**config.mk**
```make
export PLATFORM = sky130hd
export DESIGN_NAME = bald_bridge_ctrl
export DESIGN_NICKNAME = d
export VERILOG_FILES = /design/src/pkg/bald_pkg.sv /design/src/rtl/bald_bridge_ctrl.sv
export SDC_FILE = /design/constraint.sdc
export NUM_CORES = 1
export LEC_CHECK = 0
export BUFFER_PORTS_ARGS = -buffer_cell sky130_fd_sc_hd__buf_2
export CAP_MARGIN = 20
export CORE_MARGIN = 2
export CORE_UTILIZATION = 46
export CTS_BUF_LIST = sky130_fd_sc_hd__clkbuf_8
export DETAILED_ROUTE_END_ITERATION = 12
export GPL_TIMING_DRIVEN = 0
export PLACE_DENSITY = 0.93
export SYNTH_ARGS = -nofsm -noshare
export SYNTH_HDL_FRONTEND = slang
export SYNTH_SLANG_ARGS = --single-unit
```
**constraint.sdc**
```tcl
create_clock -name clock -period 3.05 [get_ports clock]
set_input_delay 0.61 -clock clock [delete_from_list [all_inputs] [get_ports clock]]
set_output_delay 0.61 -clock clock [all_outputs]
set_load 0.05 [all_outputs]
```
**src/pkg/bald_pkg.sv**
```systemverilog
// Purpose: Shared constants and types for the bridge abort and legacy display decode block.
// Assumes: AXI4-Lite register access with 32-bit data, one clock.
// Notes: Functional notes follow.
package bald_pkg;

  localparam logic [7:0] BALD_ADDR_CTRL = 8'h00;
  localparam logic [7:0] BALD_ADDR_STAT = 8'h04;
  localparam logic [7:0] BALD_ADDR_MASK = 8'h08;

  localparam int BALD_BIT_VGA_EN = 19;
  localparam int BALD_BIT_FULLDEC = 20;
  localparam int BALD_BIT_MAREP = 21;
  localparam int BALD_BIT_FATAL = 0;
  localparam int BALD_BIT_MEMEN = 1;
  localparam int BALD_BIT_IOEN = 2;
  localparam int BALD_BIT_SERREN = 3;
  localparam logic [31:0] BALD_CTRL_WMASK = 32'h0038_000F;
  localparam logic [31:0] BALD_CTRL_RESET = 32'h0000_0000;

  localparam logic [31:0] BALD_ALL_ONES = 32'hFFFF_FFFF;
  localparam logic [31:0] BALD_MEM_LO = 32'h000A_0000;
  localparam logic [31:0] BALD_MEM_HI = 32'h000B_FFFF;
  localparam logic [9:0] BALD_IO_A_LO = 10'h3B0;
  localparam logic [9:0] BALD_IO_A_HI = 10'h3BB;
  localparam logic [9:0] BALD_IO_B_LO = 10'h3C0;
  localparam logic [9:0] BALD_IO_B_HI = 10'h3DF;

  localparam int BALD_NSTAT = 4;
  localparam int BALD_EV_TABORT = 0;
  localparam int BALD_EV_DROP = 1;
  localparam int BALD_EV_ERRMSG = 2;
  localparam int BALD_EV_BLOCK = 3;

  localparam logic [1:0] BALD_RESP_OKAY = 2'b00;
  localparam logic [1:0] BALD_RESP_SLVERR = 2'b10;

  // One forwarding request seen at the decoder
  typedef struct packed {
    logic valid;
    logic isIo;
    logic [31:0] addr;
    logic inBaseLimit;
  } bald_req_t;

  // Completion or abort returning to the initiator
  typedef struct packed {
    logic valid;
    logic isRead;
    logic isUr;
  } bald_cpl_t;

endpackage : bald_pkg

```
**src/rtl/bald_bridge_ctrl.sv**
```systemverilog
// Purpose: Master-abort reporting and legacy display window decode for a PCIe to PCI bridge.
// Assumes: Requests and completions come from logic on the same clock.
// Notes: Decisions are registered, one cycle after the request.
//
// Register access over AXI4-Lite and the placing of the registers are this design's own decisions.
`timescale 1ns/1ps
module bald_bridge_ctrl #(
  parameter bit AER_PRESENT = 1'b1
) (
  input wire logic clock,
  input wire logic rst,
  input wire logic [7:0] s_axi_awaddr,
  input wire logic s_axi_awvalid,
  output logic s_axi_awready,
  input wire logic [31:0] s_axi_wdata,
  input wire logic [3:0] s_axi_wstrb,
  input wire logic s_axi_wvalid,
  output logic s_axi_wready,
  output logic [1:0] s_axi_bresp,
  output logic s_axi_bvalid,
  input wire logic s_axi_bready,
  input wire logic [7:0] s_axi_araddr,
  input wire logic s_axi_arvalid,
  output logic s_axi_arready,
  output logic [31:0] s_axi_rdata,
  output logic [1:0] s_axi_rresp,
  output logic s_axi_rvalid,
  input wire logic s_axi_rready,
  input wire bald_pkg::bald_req_t downReq,
  input wire bald_pkg::bald_req_t upReq,
  input wire bald_pkg::bald_cpl_t urCpl,
  input wire logic postedAbort,
  input wire logic pciMode,
  output logic downFwd,
  output logic upFwd,
  output logic cplDataOnes,
  output logic cplNormal,
  output logic cplTargetAbort,
  output logic postedDrop,
  output logic errNonfatal,
  output logic errFatal,
  output logic irq
);

  // ---------------------------------------------------------------
  // Register bus
  // ---------------------------------------------------------------
  logic [31:0] ctrl_r;
  logic [bald_pkg::BALD_NSTAT-1:0] stat_r;
  logic [bald_pkg::BALD_NSTAT-1:0] mask_r;
  logic [7:0] awAddr_r;
  logic [31:0] wData_r;
  logic [3:0] wStrb_r;
  logic awHave_r;
  logic wHave_r;

  wire awTake = s_axi_awvalid && s_axi_awready;
  wire wTake = s_axi_wvalid && s_axi_wready;
  wire doWrite = awHave_r && wHave_r && !s_axi_bvalid;
  wire wrCtrl = doWrite && (awAddr_r == bald_pkg::BALD_ADDR_CTRL);
  wire wrMask = doWrite && (awAddr_r == bald_pkg::BALD_ADDR_MASK);
  // Status writes are accepted but change nothing; only a read clears it
  wire wrHit = wrCtrl || wrMask || (awAddr_r == bald_pkg::BALD_ADDR_STAT);
  wire arTake = s_axi_arvalid && s_axi_arready;
  wire rdSelCtrl = (s_axi_araddr == bald_pkg::BALD_ADDR_CTRL);
  wire rdSelStat = (s_axi_araddr == bald_pkg::BALD_ADDR_STAT);
  wire rdSelMask = (s_axi_araddr == bald_pkg::BALD_ADDR_MASK);
  wire rdStat = arTake && rdSelStat;
  wire rdHit = rdSelCtrl || rdSelStat || rdSelMask;
  // Status and mask occupy the low bits of their words
  wire [31:0] statWord = {{(32 - bald_pkg::BALD_NSTAT){1'b0}}, stat_r};
  wire [31:0] maskWord = {{(32 - bald_pkg::BALD_NSTAT){1'b0}}, mask_r};
  // Unmapped offsets read as zero and answer with an error
  wire [31:0] rdMux = rdSelCtrl ? ctrl_r :
    rdSelStat ? statWord :
    rdSelMask ? maskWord : 32'h0000_0000;

  // Byte strobes widen to a bit mask for the writable fields
  logic [31:0] byteMask;
  always_comb begin
    for (int i = 0; i < 4; i++) begin
      byteMask[i*8 +: 8] = {8{wStrb_r[i]}};
    end
  end
  wire [31:0] wrBits = byteMask & bald_pkg::BALD_CTRL_WMASK;
  wire [31:0] ctrlNxt = (ctrl_r & ~wrBits) | (wData_r & wrBits);
  wire [bald_pkg::BALD_NSTAT-1:0] maskNxt =
    (mask_r & ~byteMask[bald_pkg::BALD_NSTAT-1:0]) |
    (wData_r[bald_pkg::BALD_NSTAT-1:0] & byteMask[bald_pkg::BALD_NSTAT-1:0]);

  // Address and data may arrive in either order; each waits for the other
  always_ff @(posedge clock or posedge rst) begin
    if (rst) begin
      awHave_r <= 1'b0;
      wHave_r <= 1'b0;
      awAddr_r <= 8'h00;
      wData_r <= 32'h0000_0000;
      wStrb_r <= 4'h0;
    end else begin
      if (awTake) begin
        awHave_r <= 1'b1;
        awAddr_r <= s_axi_awaddr;
      end else if (doWrite) begin
        awHave_r <= 1'b0;
      end
      if (wTake) begin
        wHave_r <= 1'b1;
        wData_r <= s_axi_wdata;
        wStrb_r <= s_axi_wstrb;
      end else if (doWrite) begin
        wHave_r <= 1'b0;
      end
    end
  end

  // Readies stay low while a response waits, so one write is in flight
  always_ff @(posedge clock or posedge rst) begin
    if (rst) begin
      s_axi_awready <= 1'b0;
      s_axi_wready <= 1'b0;
      s_axi_bvalid <= 1'b0;
      s_axi_bresp <= bald_pkg::BALD_RESP_OKAY;
    end else begin
      s_axi_awready <= !awHave_r && !awTake && !s_axi_bvalid;
      s_axi_wready <= !wHave_r && !wTake && !s_axi_bvalid;
      if (doWrite) begin
        s_axi_bvalid <= 1'b1;
        s_axi_bresp <= wrHit ? bald_pkg::BALD_RESP_OKAY : bald_pkg::BALD_RESP_SLVERR;
      end else if (s_axi_bready) begin
        s_axi_bvalid <= 1'b0;
      end
    end
  end

  // Read data is captured with the address, so later events cannot tear it
  always_ff @(posedge clock or posedge rst) begin
    if (rst) begin
      s_axi_arready <= 1'b0;
      s_axi_rvalid <= 1'b0;
      s_axi_rdata <= 32'h0000_0000;
      s_axi_rresp <= bald_pkg::BALD_RESP_OKAY;
    end else begin
      s_axi_arready <= !s_axi_rvalid && !arTake;
      if (arTake) begin
        s_axi_rvalid <= 1'b1;
        s_axi_rdata <= rdMux;
        s_axi_rresp <= rdHit ? bald_pkg::BALD_RESP_OKAY : bald_pkg::BALD_RESP_SLVERR;
      end else if (s_axi_rready) begin
        s_axi_rvalid <= 1'b0;
      end
    end
  end

  // Control bits reset to zero, software may write them at any time
  always_ff @(posedge clock or posedge rst) begin
    if (rst) begin
      ctrl_r <= bald_pkg::BALD_CTRL_RESET;
      mask_r <= '0;
    end else begin
      if (wrCtrl) begin
        ctrl_r <= ctrlNxt;
      end
      if (wrMask) begin
        mask_r <= maskNxt;
      end
    end
  end

  // ---------------------------------------------------------------
  // Legacy display window decode
  // ---------------------------------------------------------------
  wire winEn = ctrl_r[bald_pkg::BALD_BIT_VGA_EN];
  wire fullDec = ctrl_r[bald_pkg::BALD_BIT_FULLDEC];
  wire memEn = ctrl_r[bald_pkg::BALD_BIT_MEMEN];
  wire ioEn = ctrl_r[bald_pkg::BALD_BIT_IOEN];

  // One decoder per direction, both fed the same decode mode
  logic downHit;
  logic upHit;

  bald_win_decode downDec (
    .req(downReq),
    .full16(fullDec),
    .hit(downHit)
  );

  bald_win_decode upDec (
    .req(upReq),
    .full16(fullDec),
    .hit(upHit)
  );

  // Full decode only reaches the match through the enabled window
  wire downWin = winEn && downHit;
  wire upWin = winEn && upHit;
  // Space enables gate the window path and the base/limit path alike
  wire downSpace = downReq.isIo ? ioEn : memEn;
  // Window path ignores base/limit and ISA enable
  wire downGo = downReq.valid && downSpace && (downWin || downReq.inBaseLimit);
  // Upstream traffic to window addresses is not claimed while the window is enabled
  wire upGo = upReq.valid && !upWin && !upReq.inBaseLimit;

  // ---------------------------------------------------------------
  // Abort handling
  // ---------------------------------------------------------------
  // Report mode picks silent completion or an abort and a message
  wire maRep = ctrl_r[bald_pkg::BALD_BIT_MAREP];
  wire serrEn = ctrl_r[bald_pkg::BALD_BIT_SERREN];
  // Severity bit is inert without advanced error reporting
  wire fatalSel = AER_PRESENT && ctrl_r[bald_pkg::BALD_BIT_FATAL];
  wire urPci = urCpl.valid && urCpl.isUr && pciMode;
  wire onesNxt = urPci && !maRep && urCpl.isRead;
  wire normNxt = urPci && !maRep && !urCpl.isRead;
  wire tabNxt = urPci && maRep;
  wire dropNxt = postedAbort && !maRep;
  wire msgNxt = postedAbort && maRep && serrEn;
  wire upBlock = upReq.valid && upWin;
  // Bit order follows the event indices of the status word
  wire [bald_pkg::BALD_NSTAT-1:0] events = {upBlock, msgNxt, dropNxt, tabNxt};

  // Forwarding decisions, one cycle after the request
  always_ff @(posedge clock or posedge rst) begin
    if (rst) begin
      downFwd <= 1'b0;
      upFwd <= 1'b0;
    end else begin
      downFwd <= downGo;
      upFwd <= upGo;
    end
  end

  // Answers to the PCI initiator and the silent drop
  always_ff @(posedge clock or posedge rst) begin
    if (rst) begin
      cplDataOnes <= 1'b0;
      cplNormal <= 1'b0;
      cplTargetAbort <= 1'b0;
      postedDrop <= 1'b0;
    end else begin
      cplDataOnes <= onesNxt;
      cplNormal <= normNxt;
      cplTargetAbort <= tabNxt;
      postedDrop <= dropNxt;
    end
  end

  // At most one message per abort, only with report mode and SERR enable set; the severity select decides which
  always_ff @(posedge clock or posedge rst) begin
    if (rst) begin
      errNonfatal <= 1'b0;
      errFatal <= 1'b0;
    end else begin
      errNonfatal <= msgNxt && !fatalSel;
      errFatal <= msgNxt && fatalSel;
    end
  end

  // ---------------------------------------------------------------
  // Interrupt status: read clears, a new event in that cycle wins
  // ---------------------------------------------------------------
  // Set beats clear, so an event landing on the read is not lost
  wire [bald_pkg::BALD_NSTAT-1:0] statKept = rdStat ? '0 : stat_r;
  wire [bald_pkg::BALD_NSTAT-1:0] statNxt = statKept | events;
  wire irqNxt = |(statNxt & mask_r);

  always_ff @(posedge clock or posedge rst) begin
    if (rst) begin
      stat_r <= '0;
    end else begin
      stat_r <= statNxt;
    end
  end

  // Interrupt is built from the next status, so it never lags the flags
  always_ff @(posedge clock or posedge rst) begin
    if (rst) begin
      irq <= 1'b0;
    end else begin
      irq <= irqNxt;
    end
  end

endmodule : bald_bridge_ctrl

// ---------------------------------------------------------------
// Display window match for one request
// ---------------------------------------------------------------
// Kept apart so both directions decode the window the same way
module bald_win_decode (
  input wire bald_pkg::bald_req_t req,
  input wire logic full16,
  output logic hit
);
  wire [9:0] lowBits = req.addr[9:0];
  wire [5:0] aliasBits = req.addr[15:10];
  wire [15:0] upperBits = req.addr[31:16];
  wire inRangeA = (lowBits >= bald_pkg::BALD_IO_A_LO) && (lowBits <= bald_pkg::BALD_IO_A_HI);
  wire inRangeB = (lowBits >= bald_pkg::BALD_IO_B_LO) && (lowBits <= bald_pkg::BALD_IO_B_HI);
  // Only the first 64 KB of I/O space can match
  wire ioLow64k = (upperBits == 16'h0000);
  // Low ten bits pick one of the two display ranges
  wire ioLowHit = inRangeA || inRangeB;
  // Ten-bit mode lets every kilobyte of the first 64 KB alias onto the window
  wire aliasOk = !full16 || (aliasBits == 6'h00);
  wire ioHit = ioLow64k && ioLowHit && aliasOk;
  // Frame buffer range, both ends included, no aliases
  wire memAbove = (req.addr >= bald_pkg::BALD_MEM_LO);
  wire memBelow = (req.addr <= bald_pkg::BALD_MEM_HI);
  wire memHit = memAbove && memBelow;

  assign hit = req.isIo ? ioHit : memHit;

endmodule : bald_win_decode

```
==> results.cfg, run 1 <==
[global_routing]
grt_pass1_vias = 2212
grt_max_degree = 35
grt_pass1_wl_um = 9673
grt_overflow = 0
antenna_found_initial = 0
grt.total_usage_pct = 19.48

[finish]
nFillCells = 479
final_nets = 542
multiInputGateArea_um2 = 1151
final_util_pct = 65.19
syn2layout_area_growth_pct = 38.74
regArea_um2 = 1426
final_common_cell = buf_2
final_cell_mix = buf_2, dfrtp_1, mux2_2
drive_gt1_share_pct = 48.91
num_antenna_cells = 0
fin_cells = 488

[sta]
tns_ns = 0
fin_crit_ns = 1.979
slew_headroom_pct = 57.63
clock_skew_ns = 0.01005
finalHoldViolCount = 0
setup_viol_count_final = 0
rsz0062_at_grt = false
report.final.slew_viol_count = 0
tightest_slew_ns = 0.6297
fin_ws_ns = 1.071
timing.final.crit_share_pct = 64.90
clock.fmax_mhz = 505.2

[critical_path]
slowest_delay_ns = 0.56
crit_type = reg2reg
worstPathArrival_ns = 2.20
r2r_cells = 5
slowest_stage = or4_4
crit_chain = or4_4 -> nor4_4 -> and3_1 -> buf_2 -> mux2_2
cp_max_fo = 4
worstPathRequired_ns = 3.27
critical_path.endpoint_type = flop
reg2reg_from = awAddr_r[7]
r2r_setup_slack_ns = 1.07
path_buf_inv = 1
cp_top_family = simple AND/OR/NAND/NOR gates
critPathLaunchType = flop

[die]
io-pin-count = 184
dieArea_um2 = 6573
fp.dieW_um = 81.08
initial_utilization_pct = 46.99
fp-row-count = 28
die_height_um = 81.08
core_um2 = 5816

[clock_tree]
clk_root_buffer_cell = clkbuf_8
path_clk_slew_ns = 0.07
h-tree-depth = 3
cts_setup_buffers = 0
cts_resized = 0
cts_tree = yes
cts_buffers = 9
clkSinkCount = 57
worstSkewPairLatency_ns = 0.33
ctsLongestPathBuffers = 2
postCtsHoldBufs = 0

[synthesis]
avgSynthCellArea_um2 = 11.11
async_flop_share_pct = 100.0
synth_edf_count = 0
synth_area_um2 = 2733
netlist_instances = 246
ys_types = 42
synth_area_leaders = dfrtp_1, mux2_2, buf_4
yosys_warnings = 0
synth_top_area_cell = dfrtp_1
ys.flop_type = dfrtp_1
ys_ff_latch = 57
yosysSeqAreaShare_pct = 52.20
netlist.area_leader.share_pct = 52.20

[route]
first_pass_iters = 4
postRouteAntennaNets = 0
drt_iter0_drc = 116
wl_um = 6506
vias = 2378
via_per_inst = 4.873
post_drt_wl_per_cell_um = 13.33
drc = 0

[place]
hpwl_um = 5196
place.gp.congestion = 0.8670
placed_cells = 472
pre_cts_ws_ns = 0.9319
io_buffers = 124

[pwr]
clockPowerShare_pct = 31.3
leakage_nw = 1.998
vdd.ir_drop.worst_mv = 0.7278
pwr-share-comb_pct = 26.7
p_sw_uw = 837.0
p_int_mw = 1.682
powerDensity_nw_per_um2 = 664.4
p_seq_share_pct = 42.0
switching_share_pct = 33.23

[status]
status = finished, final reports clean

[hold_path]
hp-class = in2async

[flow_run]
drv_cap = 0
[cell families (layout without fill, tap and decap cells)]
logic type / after synthesis / count (layout) / synth area share [%]
other cells: 1 / 27 / 0.1372
flops: 57 / 57 / 52.20
simple gates: 80 / 80 / 16.26
mux: 33 / 33 / 13.42
compound gates: 35 / 35 / 8.746
buf+inv: 40 / 181 / 9.249
[power groups by stage]
stage	clock [mW]	combinational [mW]	sequential [mW]
after floorplan	0	0.386	1.17
after global placement	0	0.645	1.06
after detailed placement	0	0.675	1.07
after CTS	0.802	0.677	1.06
after global routing	0.843	0.726	1.08
final	0.788	0.673	1.06
[worst register-to-register path: cells and delay by family (launching register included)]
family,cells,cell delay (ns)
mux,1,0.34
simple gates,3,1.01
buf+inv,1,0.15
flops,1,0.38
[metrics by stage]
stage	power [mW]	instance area, um^2	hold slack (ns)
2_1_floorplan	1.551	2830	0.4204
3_3_place_gp	1.708	3545	0.4426
3_5_place_dp	1.749	3565	0.4568
4_1_cts	2.539	3791	0.3072
5_1_grt	2.653	3791	0.3404
6_report	2.519	3791	0.3001
[worst max path at each step]
stage,startpoint,to,slack (ns),cells past startpoint
after global placement,rst,s_axi_rdata[19],0.42,2
after CTS,awAddr_r[7],flop,1.05,5
after global routing,awAddr_r[7],flop,0.94,5
final,awAddr_r[7],flop,1.07,5
after floorplan,rst,asynchronous set/reset pin,1.04,1
after detailed placement,s_axi_araddr[5],s_axi_rdata[20],0.93,5
[synthesized netlist by cell type, drive strengths merged, types with 2 or more instances]
cell    count
or4         3
dfrtp      57
nor2b       3
a22o        4
and3        2
o31ai       4
o21ai      11
buf        28
inv         9
nand3b      5
and2        3
nand4       2
a21oi       3
nand2      27
mux2i       4
mux2       29
a211oi      4
nand2b      2
nor2       11
clkbuf      3
nor4b       3
and4        2
nand3       5
nor4        7
[area by class of cell]
type,count,area share [%]
Timing Repair Buffer,125,16.90
Sequential cell,57,37.62
Clock buffer,9,3.267
Multi-Input combinational cell,175,30.36
Clock inverter,7,2.706
Inverter,9,0.8911
Tap cell,75,2.475
Buffer,31,5.776
[routing by layer]
layer  track usage [%]  routed length, um  vias up
met5                 0                  0        -
met4             9.153                148        0
met3             4.778                453       15
met2             33.14               3349       94
met1             23.21               2555     1115
li1                  -                  -     1154
Power figures use the tool's default switching activity.
==> run 2: changes to the inputs <==
ABC_AREA = 1   (was not set)
CORE_UTILIZATION = 44   (was 46)
PLACE_DENSITY = 0.89   (was 0.93)
clock period = 1.9 ns   (was 3.05 ns; I/O delays follow)
==> results.cfg, run 2 <==
[synthesis]
yosys_warnings = 0
avgSynthCellArea_um2 = 8.670
netlist_instances = 326
synth_common_cells = dfrtp_1, nand2_1, nor2_1
synth_top_area_cell = dfrtp_1
synth_area_um2 = 2826
yosysSeqAreaShare_pct = 50.46
synth_edf_count = 0
ys_types = 37
yosysMostFrequentCell = dfrtp_1
netlist.area_leader.share_pct = 50.46
synth_area_leaders = dfrtp_1, buf_4, nand2_1
ys.flop_type = dfrtp_1
ys_ff_latch = 57
async_flop_share_pct = 100.0

[sta]
clock.fmax_mhz = 708.4
clock_skew_ns = 0.006919
setup_viol_count_final = 0
hold_ws_ns = 0.2038
finalHoldViolCount = 0
tns_ns = 0
report.final.slew_viol_count = 0
timing.final.crit_share_pct = 74.30
fin_crit_ns = 1.412
rsz0062_at_grt = false

[place]
place_area_um2 = 3666
io_buffers = 125
place.gp.congestion = 0.8364
hpwl_um = 5402

[route]
via_per_inst = 4.612
vias = 2638
drc = 0
first_pass_iters = 4
post_drt_wl_per_cell_um = 11.70
drt_iter0_drc = 88
postRouteAntennaNets = 0
wl_um = 6691

[finish]
drive_gt1_share_pct = 40.40
final_util_pct = 61.63
final_nets = 624
nFillCells = 550
finalInstanceArea_um2 = 3869
num_antenna_cells = 0
final_cell_mix = buf_2, dfrtp_1, nand2_1
syn2layout_area_growth_pct = 36.87
final_common_cell = buf_2

[clock_tree]
clkSinkCount = 57
h-tree-depth = 3
ctsLongestPathBuffers = 2
cts_buffers = 9
clk_root_buffer_cell = clkbuf_8
worstSkewPairLatency_ns = 0.33
cts_resized = 0
path_clk_slew_ns = 0.06
cts_tree = yes

[critical_path]
worstPathArrival_ns = 1.03
cp_top_family = flip-flops
crit_start = s_axi_bvalid
critPathLaunchType = flop
path_buf_inv = 1
slowest_stage = dfrtp_1
reg2reg_from = awAddr_r[7]
worstPathRequired_ns = 1.52
critical_path.endpoint_type = output pin
crit_chain = buf_2
slowest_delay_ns = 0.41
cp_max_fo = 3
crit_type = reg2out
r2r_cells = 5
r2r_setup_slack_ns = 0.50
crit_cells = 1
cp-endpoint = s_axi_bvalid

[global_routing]
antenna_found_initial = 0
grt_overflow = 0
grt_max_degree = 46
grt_pass1_wl_um = 10920
grt.total_usage_pct = 19.12
grt_pass1_vias = 2546

[pwr]
p_int_mw = 2.682
powerDensity_nw_per_um2 = 1126
clockPowerShare_pct = 24.3
leakage_nw = 2.119
switching_share_pct = 38.43
p_seq_share_pct = 41.8
vdd.ir_drop.worst_mv = 0.8911
p_total_mw = 4.355
pwr-share-comb_pct = 34.0
p_sw_mw = 1.674

[die]
die_height_um = 84.15
io-pin-count = 184
fp.dieW_um = 84.15
initial_utilization_pct = 45.03
fp-row-count = 29
dieArea_um2 = 7081
core_um2 = 6277

[status]
status = finished, final reports clean

[hold_path]
hp-class = in2reg
min_from = urCpl[1]

[flow_run]
drv_cap = 0
==> run 2: how the worst min path moves through the flow <==
stage / to / slack, ns / cells after the start
final: cplNormal / 0.20 / 2
after global routing: s_axi_bvalid / 0.20 / 2
after CTS: cplNormal / 0.19 / 2
after detailed placement: awAddr_r[4] / 0.34 / 2
after global placement: s_axi_arready / 0.42 / 1
after floorplan: errNonfatal / 0.43 / 1
==> run 2: cell families (layout without fill, tap and decap cells) <==
kind of cell    Yosys count  in the layout  share of synthesized area [%]
compound gates           42             42                          8.367
buf+inv                  68            211                          12.79
simple gates            148            148                          24.26
other cells               1             27                         0.1327
flops                    57             57                          50.46
mux                      10             10                          3.984
==> run 2: repair_timing <==
| action | in CTS | in global routing |
|---|---|---|
| hold buffers | 1 | 0 |
| hold endpoints to repair | 12 | 0 |
| buffers inserted | 0 | 0 |
==> run 2: layer usage <==
layer / global-route usage, % / share of wire [%] / vias up
met4: 6.305 / 1.0 / 0
met5: 0 / 0 / -
met2: 33.41 / 50 / 104
met1: 22.30 / 41 / 1194
met3: 6.096 / 7.6 / 7
li1: - / - / 1333
==> run 2: final cells by class <==
type	count	area [um^2]	area share, %
repair buffers	127	655.6	16.95
well taps	77	96.34	2.490
clock buffers	13	178.9	4.625
flip-flops and latches	57	1426	36.87
inverters	38	142.6	3.687
clock inverters	3	13.76	0.3558
plain buffers	30	219.0	5.660
multi-input cells	227	1136	29.37
==> run 2: through the flow <==
stage | cells | worst slack, ns
2_1_floorplan | 352 | 0.1204
3_3_place_gp | 554 | -0.4783
3_5_place_dp | 555 | 0.4001
4_1_cts | 572 | 0.4653
5_1_grt | 572 | 0.3459
6_report | 572 | 0.4884
==> run 2: power groups by stage <==
| stage | combinational, mW | clock [mW] | sequential (mW) |
|---|---|---|---|
| floorplan | 0.779 | 0 | 2.12 |
| global placement | 1.43 | 0 | 1.81 |
| detailed placement | 1.49 | 0 | 1.84 |
| CTS | 1.49 | 1.08 | 1.82 |
| global route | 1.62 | 1.13 | 1.86 |
| finish | 1.48 | 1.06 | 1.82 |
